**src/include/gfr_pkg.sv**
```systemverilog
`default_nettype none
package gfr_pkg;
  // ==========================================================
  // Register map, word offsets on the bus
  // ==========================================================
  localparam logic [7:0] GFR_OFS_STATUS = 8'h00;
  localparam logic [7:0] GFR_OFS_FAULT_ADDRESS_FIELD_LO = 8'h04;
  localparam logic [7:0] GFR_OFS_FAULT_ADDRESS_FIELD_HI = 8'h08;
  localparam logic [7:0] GFR_OFS_XLAT = 8'h0c;
  localparam logic [7:0] GFR_OFS_ALIAS = 8'h10;
  localparam logic [7:0] GFR_OFS_END = 8'h20;
  // ==========================================================
  // Fault status bit positions
  // ==========================================================
  localparam int GFR_BIT_INV_CTX = 0;
  localparam int GFR_BIT_UNID_STREAM = 1;
  localparam int GFR_BIT_MATCH_CONFLICT = 2;
  localparam int GFR_BIT_UNIMP_BANK = 3;
  localparam int GFR_BIT_UNIMP_IRQ = 4;
  localparam int GFR_BIT_CFG_ACCESS = 5;
  localparam int GFR_BIT_EXT_ABORT = 6;
  localparam int GFR_BIT_PERM = 7;
  localparam int GFR_BIT_UNSUP_UP = 8;
  localparam int GFR_BIT_MULTI = 31;
  localparam int GFR_XLAT_ACTIVE_BIT = 0;
  localparam int GFR_NUM_KINDS = 9;
  // ==========================================================
  // Reset values
  // ==========================================================
  localparam logic [31:0] GFR_RST_STATUS = 32'h0000_0000;
  localparam logic [63:0] GFR_RST_FAULT_ADDRESS_FIELD = 64'h0;
  localparam logic GFR_RST_ACTIVE = 1'b0;
  // ==========================================================
  // Fault classes, value is the status bit it sets
  // ==========================================================
  typedef enum logic [3:0] {
    GFR_K_INV_CTX = 4'h0,
    GFR_K_UNID_STREAM = 4'h1,
    GFR_K_MATCH_CONFLICT = 4'h2,
    GFR_K_UNIMP_BANK = 4'h3,
    GFR_K_UNIMP_IRQ = 4'h4,
    GFR_K_CFG_ACCESS = 4'h5,
    GFR_K_EXT_ABORT = 4'h6,
    GFR_K_PERM = 4'h7,
    GFR_K_UNSUP_UP = 4'h8
  } gfr_kind_t;
endpackage
`default_nettype wire

```
**src/logic/gfr_bank.sv**
```systemverilog
`default_nettype none
module gfr_bank
  import gfr_pkg::*;
#(
  parameter bit SECURE = 1'b0,
  parameter bit ARCH_V2 = 1'b1,
  parameter int FAULT_ADDRESS_FIELD_W = 40,
  parameter bit HAS_EF = 1'b1,
  parameter bit HAS_CAF = 1'b1
) (
  input wire logic clk,
  input wire logic sys_rst,
  input wire logic [GFR_NUM_KINDS-1:0] flt_set,
  input wire logic [63:0] flt_addr,
  input wire logic clr_we,
  input wire logic [31:0] clr_bits,
  input wire logic fault_address_field_we_lo,
  input wire logic fault_address_field_we_hi,
  input wire logic [31:0] wmask,
  input wire logic [31:0] wdata,
  input wire logic xlat_start,
  input wire logic xlat_done,
  output logic [31:0] status,
  output logic [63:0] fault_address_field,
  output logic active
);
  // ==========================================================
  // Implemented bits
  // ==========================================================
  function automatic logic [31:0] impl_mask();
    logic [31:0] m;
    m = 32'h0000_0000;
    m[GFR_BIT_MULTI] = 1'b1;
    m[GFR_BIT_UNIMP_IRQ:GFR_BIT_INV_CTX] = 5'h1f;
    m[GFR_BIT_UNSUP_UP] = ARCH_V2;
    m[GFR_BIT_PERM] = SECURE;
    m[GFR_BIT_EXT_ABORT] = HAS_EF;
    m[GFR_BIT_CFG_ACCESS] = HAS_CAF;
    return m;
  endfunction

  localparam logic [31:0] IMPL = impl_mask();
  // Upper address bits read as zero
  localparam logic [63:0] AMASK = 64'(({64'h0, 1'b1} << FAULT_ADDRESS_FIELD_W) - 65'h1);

  typedef struct packed {
    logic [31:0] status;
    logic [63:0] fault_address_field;
    logic active;
  } gfr_bank_st_t;

  gfr_bank_st_t st_r;
  gfr_bank_st_t st_nxt;
  logic [31:0] set_v;
  logic new_err;

  always_comb
  begin
    st_nxt = st_r;
    // A fault class this bank does not implement is no error at all
    set_v = {23'h0, flt_set} & IMPL;
    new_err = |set_v;
    if (new_err && (st_r.status != 32'h0))
    begin
      set_v[GFR_BIT_MULTI] = 1'b1;
    end
    // A fault in the clearing cycle survives: set is applied after clear
    if (clr_we)
    begin
      st_nxt.status = st_r.status & ~clr_bits;
    end
    st_nxt.status = (st_nxt.status | set_v) & IMPL;
    if (fault_address_field_we_lo)
    begin
      st_nxt.fault_address_field[31:0] = (st_r.fault_address_field[31:0] & ~wmask) | (wdata & wmask);
    end
    if (fault_address_field_we_hi)
    begin
      st_nxt.fault_address_field[63:32] = (st_r.fault_address_field[63:32] & ~wmask) | (wdata & wmask);
    end
    // Only the first fault is described; later ones set their own bit and the multiple flag
    if (new_err && (st_r.status == 32'h0))
    begin
      st_nxt.fault_address_field = flt_addr;
    end
    st_nxt.fault_address_field = st_nxt.fault_address_field & AMASK;
    if (xlat_start && !st_r.active)
    begin
      st_nxt.active = 1'b1;
    end
    else if (xlat_done)
    begin
      st_nxt.active = 1'b0;
    end
  end

  always_ff @(posedge clk)
  begin
    if (sys_rst)
    begin
      st_r <= '{GFR_RST_STATUS, GFR_RST_FAULT_ADDRESS_FIELD, GFR_RST_ACTIVE};
    end
    else
    begin
      st_r <= st_nxt;
    end
  end

  assign status = st_r.status;
  assign fault_address_field = st_r.fault_address_field;
  assign active = st_r.active;
endmodule
`default_nettype wire

```
**src/logic/gfr_top.sv**
```systemverilog
// How it works
// - Active flag high until result written
// - Capture faulting input address, upper bits zero
// - Config access fault records register-space offset
// - Newer architecture: width equals upstream bus size
// - Older architecture: width 32, 36 or 40
// - Writing one clears a status bit
// - Reset contents are not to be relied on
// - Error while status nonzero sets multiple flag
// - Bit 8 flags unsupported upstream transactions
// - Bit 7 permission fault only in secure bank
// - Context-bank faults go to that bank
// - Bit 6 flags external abort, optional
// - Bit 5 flags config access fault, optional
// - Flags for unimplemented interrupt and bank faults
// - Flags for match conflict and unidentified stream
// - Flag for invalid context fault
// - Banked per security state, secure alias
`default_nettype none
module gfr_top
  import gfr_pkg::*;
#(
  parameter bit ARCH_V2 = 1'b1,
  parameter int FAULT_ADDRESS_FIELD_W = 40,
  parameter bit HAS_EF = 1'b1,
  parameter bit HAS_CAF = 1'b1
) (
  input wire logic clk,
  input wire logic sys_rst,
  input wire logic wb_cyc_i,
  input wire logic wb_stb_i,
  input wire logic wb_we_i,
  input wire logic [7:0] wb_adr_i,
  input wire logic [3:0] wb_sel_i,
  input wire logic [31:0] wb_dat_i,
  input wire logic wb_sec_i,
  output logic [31:0] wb_dat_o,
  output logic wb_ack_o,
  input wire logic flt_valid,
  input wire logic [3:0] flt_kind,
  input wire logic flt_secure,
  input wire logic flt_ctx_valid,
  input wire logic [7:0] flt_ctx_bank,
  input wire logic [63:0] flt_addr,
  input wire logic [63:0] flt_cfg_offset,
  input wire logic xlat_start,
  input wire logic xlat_start_secure,
  input wire logic xlat_done,
  input wire logic xlat_done_secure,
  output logic ctx_flt_valid,
  output logic [7:0] ctx_flt_bank,
  output logic [3:0] ctx_flt_kind,
  output logic [63:0] ctx_flt_addr,
  output logic [1:0] gflt_pending
);
  // ==========================================================
  // Configuration checks
  // ==========================================================
  generate
    if (ARCH_V2 && (FAULT_ADDRESS_FIELD_W < 1 || FAULT_ADDRESS_FIELD_W > 64))
    begin : g_chk_v2
      $error("gfr_top: FAULT_ADDRESS_FIELD_W must be 1 to 64");
    end
    if (!ARCH_V2 && FAULT_ADDRESS_FIELD_W != 32 && FAULT_ADDRESS_FIELD_W != 36 && FAULT_ADDRESS_FIELD_W != 40)
    begin : g_chk_v1
      $error("gfr_top: FAULT_ADDRESS_FIELD_W must be 32, 36 or 40");
    end
  endgenerate

  // ==========================================================
  // State
  // ==========================================================
  typedef struct packed {
    logic ack;
    logic [31:0] dat;
    logic cvalid;
    logic [7:0] cbank;
    logic [3:0] ckind;
    logic [63:0] caddr;
    logic [1:0] pend;
  } gfr_top_st_t;

  gfr_top_st_t st_r;
  gfr_top_st_t st_nxt;

  // ==========================================================
  // Bus decode
  // ==========================================================
  logic req;
  logic is_alias;
  logic mapped;
  logic bsel;
  logic [7:0] word_ofs;
  logic [31:0] bmask;
  logic do_wr;

  assign req = wb_cyc_i && wb_stb_i && !st_r.ack;
  // Alias window reaches the non-secure copy, secure masters only
  assign is_alias = (wb_adr_i >= GFR_OFS_ALIAS) && (wb_adr_i < GFR_OFS_END);
  assign mapped = (wb_adr_i < GFR_OFS_ALIAS) || (is_alias && wb_sec_i);
  assign bsel = is_alias ? 1'b0 : wb_sec_i;
  assign word_ofs = {wb_adr_i[7:2] & 6'h03, 2'b00};
  assign do_wr = req && wb_we_i && mapped;

  genvar gi;
  generate
    for (gi = 0; gi < 4; gi++)
    begin : g_lane
      assign bmask[gi*8 +: 8] = {8{wb_sel_i[gi]}};
    end
  endgenerate

  // ==========================================================
  // Fault routing
  // ==========================================================
  logic glob_flt;
  logic [GFR_NUM_KINDS-1:0] kind_vec;
  logic [63:0] rec_addr;

  // Faults tied to a translation context bank bypass the global record
  assign glob_flt = flt_valid && !flt_ctx_valid;
  assign kind_vec = GFR_NUM_KINDS'(1) << flt_kind;
  assign rec_addr = (flt_kind == GFR_K_CFG_ACCESS) ? flt_cfg_offset : flt_addr;

  // ==========================================================
  // Per security state banks
  // ==========================================================
  logic [1:0][31:0] bk_status;
  logic [1:0][63:0] bk_fault_address_field;
  logic [1:0] bk_active;

  generate
    for (gi = 0; gi < 2; gi++)
    begin : g_bank
      localparam bit SEC = (gi == 1);
      logic mine;
      logic flt_here;
      assign mine = (bsel == SEC) && do_wr;
      assign flt_here = glob_flt && (flt_secure == SEC);
      gfr_bank #(
        .SECURE(SEC),
        .ARCH_V2(ARCH_V2),
        .FAULT_ADDRESS_FIELD_W(FAULT_ADDRESS_FIELD_W),
        .HAS_EF(HAS_EF),
        .HAS_CAF(HAS_CAF)
      ) u_bank (
        .clk(clk),
        .sys_rst(sys_rst),
        .flt_set(flt_here ? kind_vec : {GFR_NUM_KINDS{1'b0}}),
        .flt_addr(rec_addr),
        .clr_we(mine && word_ofs == GFR_OFS_STATUS),
        .clr_bits(wb_dat_i & bmask),
        .fault_address_field_we_lo(mine && word_ofs == GFR_OFS_FAULT_ADDRESS_FIELD_LO),
        .fault_address_field_we_hi(mine && word_ofs == GFR_OFS_FAULT_ADDRESS_FIELD_HI),
        .wmask(bmask),
        .wdata(wb_dat_i),
        .xlat_start(xlat_start && (xlat_start_secure == SEC)),
        .xlat_done(xlat_done && (xlat_done_secure == SEC)),
        .status(bk_status[gi]),
        .fault_address_field(bk_fault_address_field[gi]),
        .active(bk_active[gi])
      );
    end
  endgenerate

  // ==========================================================
  // Next state
  // ==========================================================
  always_comb
  begin
    st_nxt = st_r;
    // Ack lasts one cycle; a held request is answered again in the cycle after ack drops
    st_nxt.ack = req;
    if (req && !wb_we_i)
    begin
      st_nxt.dat = 32'h0000_0000;
      if (!mapped)
      begin
        st_nxt.dat = 32'h0000_0000;
      end
      else if (word_ofs == GFR_OFS_STATUS)
      begin
        st_nxt.dat = bk_status[bsel];
      end
      else if (word_ofs == GFR_OFS_FAULT_ADDRESS_FIELD_LO)
      begin
        st_nxt.dat = bk_fault_address_field[bsel][31:0];
      end
      else if (word_ofs == GFR_OFS_FAULT_ADDRESS_FIELD_HI)
      begin
        st_nxt.dat = bk_fault_address_field[bsel][63:32];
      end
      else
      begin
        st_nxt.dat[GFR_XLAT_ACTIVE_BIT] = bk_active[bsel];
      end
    end
    st_nxt.cvalid = flt_valid && flt_ctx_valid;
    if (flt_valid && flt_ctx_valid)
    begin
      st_nxt.cbank = flt_ctx_bank;
      st_nxt.ckind = flt_kind;
      st_nxt.caddr = rec_addr;
    end
    st_nxt.pend[0] = bk_status[0] != 32'h0;
    st_nxt.pend[1] = bk_status[1] != 32'h0;
  end

  always_ff @(posedge clk)
  begin
    if (sys_rst)
    begin
      st_r <= '0;
    end
    else
    begin
      st_r <= st_nxt;
    end
  end

  // ==========================================================
  // Outputs
  // ==========================================================
  assign wb_ack_o = st_r.ack;
  assign wb_dat_o = st_r.dat;
  assign ctx_flt_valid = st_r.cvalid;
  assign ctx_flt_bank = st_r.cbank;
  assign ctx_flt_kind = st_r.ckind;
  assign ctx_flt_addr = st_r.caddr;
  assign gflt_pending = st_r.pend;
endmodule
`default_nettype wire

```
**config.mk**
```make
export PLATFORM = sky130hd
export DESIGN_NAME = gfr_top
export DESIGN_NICKNAME = d
export VERILOG_FILES = /design/src/include/gfr_pkg.sv /design/src/logic/gfr_bank.sv /design/src/logic/gfr_top.sv
export SDC_FILE = /design/constraint.sdc
export NUM_CORES = 1
export LEC_CHECK = 0
export BUFFER_PORTS_ARGS = -buffer_cell sky130_fd_sc_hd__buf_2
export CORE_MARGIN = 2
export CORE_UTILIZATION = 40
export CTS_CLUSTER_DIAMETER = 80
export CTS_CLUSTER_SIZE = 16
export DETAILED_ROUTE_END_ITERATION = 10
export GPL_ROUTABILITY_DRIVEN = 1
export PLACE_DENSITY = 0.68
export SLEW_MARGIN = 20
export SYNTH_ARGS = -nofsm -noshare
export SYNTH_HDL_FRONTEND = slang
export SYNTH_SLANG_ARGS = --single-unit
```
**constraint.sdc**
```tcl
create_clock -name clk -period 1.8 [get_ports clk]
set_input_delay 0.27 -clock clk [delete_from_list [all_inputs] [get_ports clk]]
set_output_delay 0.27 -clock clk [all_outputs]
set_load 0.01 [all_outputs]
```
==> flow_summary.yaml <==
logic_synthesis:
  syn_area_mm2: 0.00982
  synthXorXnorAreaFrac_pct: 0.0892
  synth_area_per_cell_um2: 8.82
  synth_top_cell_by_area: "dfxtp_1"
  yosysUniqueCellTypes: 55
  synth_top_cells_by_area: "dfxtp_1 (43%), mux2i_1 (11%), nor2_1 (8.1%)"
  ys.warnings.count: 0
  synth_compound_area_share_pct: 17.0
  syn_nets: 1310
  synth-adder-area-share_pct: 0
  synth-simple-area-share_pct: 20.0
  syn_inst: 1113
  synth_edf_count: 0
  ys_ff_latch: 213
  synth_top_family_by_area: "simple AND/OR/NAND/NOR gates"
  synth_mux_area_share_pct: 15.4
  synth-main-ff-cell: "dfxtp_1"
  synth_top_area_share_pct: 43.4
  async_flop_share_pct: 0
  ys_seq_area_share_pct: 43.4
sta:
  slew_viol_final: 0
  finalSetupTns_ns: -6.44
  period_share_pct: 109
  clock.fmax_ghz: 0.510
  setup_ws_ns: -0.161
  fin_worst_skew_ns: 0.0177
  finalSetupViolCount: 79
  rsz0062_at_grt: "true"
  finalWorstPathRequiredPeriod_ns: 1.96
  slew_headroom_pct: 71.2
  tightest_slew_ns: 0.420
  finalHoldViolations: 0
worst_setup_path:
  end_kind: "flip-flop"
  slowest_delay_ns: 0.54
  crit_fanout: 26
  arrival_ns: 2.33
  cp_cell_sequence: "or4_4 -> nor4_4 -> buf_4 -> nand3_4 -> buf_16 -> nor2_1 -> a211oi_1"
  crit_type: "reg2reg"
  cpMaxStageDelayCell: "or4_4"
  start_kind: "flip-flop"
  required_ns: 2.17
routing:
  vias: 9947
  wl_per_cell_um: 19.4
  wirelength_um: 34900
  antenna_left: 0
  drc: 0
  viasPerCell: 5.52
  drt_iter0_markers: 828
  dr.pass1.iters: 5
pwr:
  power.leakage_uw: 0.00578
  switching_share_pct: 26.9
  ir_drop_uv: 632
  power_frac_clock_pct: 34.4
  total_power_uw: 10000
  power_density_mw_per_mm2: 739
  seqPwrFrac_pct: 49.8
  p_int_uw: 7330
  p_sw_uw: 2700
  combPwrFrac_pct: 15.7
grt:
  grt_pass1_wl_um: 52400
  grt_max_degree: 72
  grt.total_usage_pct: 25.3
  antenna_found_initial: 4
  grt_pass1_vias: 9476
  grt-ovfl-total: 0
clock_network:
  clkSinkCount: 213
  htreeDepth: 1
  cts_buffers: 17
  ctsRootBufferMaster: "clkbuf_16"
  clk_pin_slew_ns: 0.08
  clockBufferDepth: 3
  cts_tree: "done"
  clk_latency_ns: 0.50
run:
  maxCapViolations: 0
floorplanning:
  pin_count: 309
  coreArea_mm2: 0.0242
  rows: 57
  dieArea_mm2: 0.0258
  die_y_um: 161
  die_w_um: 161
  initial_core_util_pct: 40.6
finish:
  finish.utilization_pct: 56.1
  final_common_cell: "buf_2"
  drive_above_1_share_pct: 38.9
  layout_common_cells: "buf_2 (305), dfxtp_1 (211), nor2_1 (181), mux2i_1 (108), buf_4 (85)"
  fin_nets: 1670
  area.growth.synth_to_final_pct: 38.2
placement:
  hpwl_um: 24300
  io_buffers: 306
  gp_routability_congestion: 0.877
min_path:
  min-delay-path-class: "in2reg"
status:
  violations: "setup timing"
  outcome: "finished, violations left"
==> final cells by class <==
cell class | count | area (µm²)
inverter | 2 | 7.51
clock inverter | 3 | 23.8
timing repair buffer | 427 | 2860
fill | 2134 | 10600
sequential | 213 | 4270
multi-input combinational | 812 | 5570
antenna | 4 | 10.0
tap | 324 | 405
clock buffer | 18 | 429
==> power groups by stage <==
stage                     Sequential, µW  Combinational (µW)  Clock [µW]
after floorplan                     5140                 695           0
after CTS                           5000                1500        3500
after global placement              5100                1410           0
after detailed placement            5100                1430           0
final                               5000                1580        3450
after global routing                5020                1700        3690
==> what timing repair did <==
action / 4_1_cts / 5_1_grt
endpoints found under the hold margin: 2 / 0
setup buffers: 5 / 4
hold buffers: 3 / 0
resized for setup: 59 / 61
pin swaps: 7 / 15
cloned: 5 / 7
endpoints found under the setup margin: 104 / 112
==> synthesized netlist by cell type, types with 2 or more instances <==
master and instances:
dfxtp_1 213, nor2_1 211, mux2i_1 108, a211oi_1 92
nand2_1 73, clkbuf_1 58, nor3_1 53, o21ai_0 42
a21oi_1 34, mux2_2 32, a2bb2oi_1 22, nor2b_1 20
nand3_1 19, buf_2 17, or3_1 13, a311oi_1 11
a21o_1 8, a32oi_1 8, buf_4 7, and3_1 6
o32a_1 5, and2_1 4, and3b_1 4, nand2b_1 4
clkbuf_2 3, mux4_2 3, nand4_1 3, o31ai_1 3
a22o_1 2, buf_1 2, buf_6 2, inv_1 2
nor4_4 2, nor4b_1 2, o211a_1 2, o22ai_1 2
or4_1 2, or4_4 2
==> metrics by stage <==
step	std cells	worst slack, ns	hold slack (ns)	area [µm²]
floorplan	1113	-0.0385	0.381	9860
detailed placement	1754	-0.204	0.421	12400
global placement	1754	-0.168	0.409	12400
global route	1803	-0.232	0.0156	13600
finish	1803	-0.161	0.0206	13600
CTS	1788	-0.104	0.00277	13200
==> worst max-delay path: cells and delay by family (launching register included) <==
family	cells	cell delay, ns
buf+inv	2	0.42
compound gates	1	0.07
simple gates	4	1.04
flops	1	0.31
==> per-layer routing <==
metal	global-route usage, %	share of wire (%)
met2	41.5	46
met5	0	0
met3	3.93	7.5
met1	34.8	44
met4	7.04	2.4
==> kinds of logic (layout without fill, tap and decap cells) <==
group	after synthesis	in the layout
AO/OA/AOI/OAI	237	237
XOR/XNOR	1	1
buffers and inverters	91	450
flip-flops	213	213
multiplexers	143	143
other	0	4
AND/OR/NAND/NOR	428	431
==> worst paths after layout <==
check	cells past startpoint	from	end	slack [ns]
worst max-delay path	7	g_bank[1].u_bank.status[0]$_SDFF_PP0_	flip-flop	-0.16
worst min-delay path	3	flt_ctx_bank[3]	ctx_flt_bank[3]$_SDFFE_PP0P_	0.02
worst max register to register	7	g_bank[1].u_bank.status[0]$_SDFF_PP0_	flip-flop	-0.16
worst min register to register	2	wb_dat_o[5]$_SDFFE_PP0P_	wb_dat_o[5]$_SDFFE_PP0P_	0.45
Power figures use the tool's default switching activity.
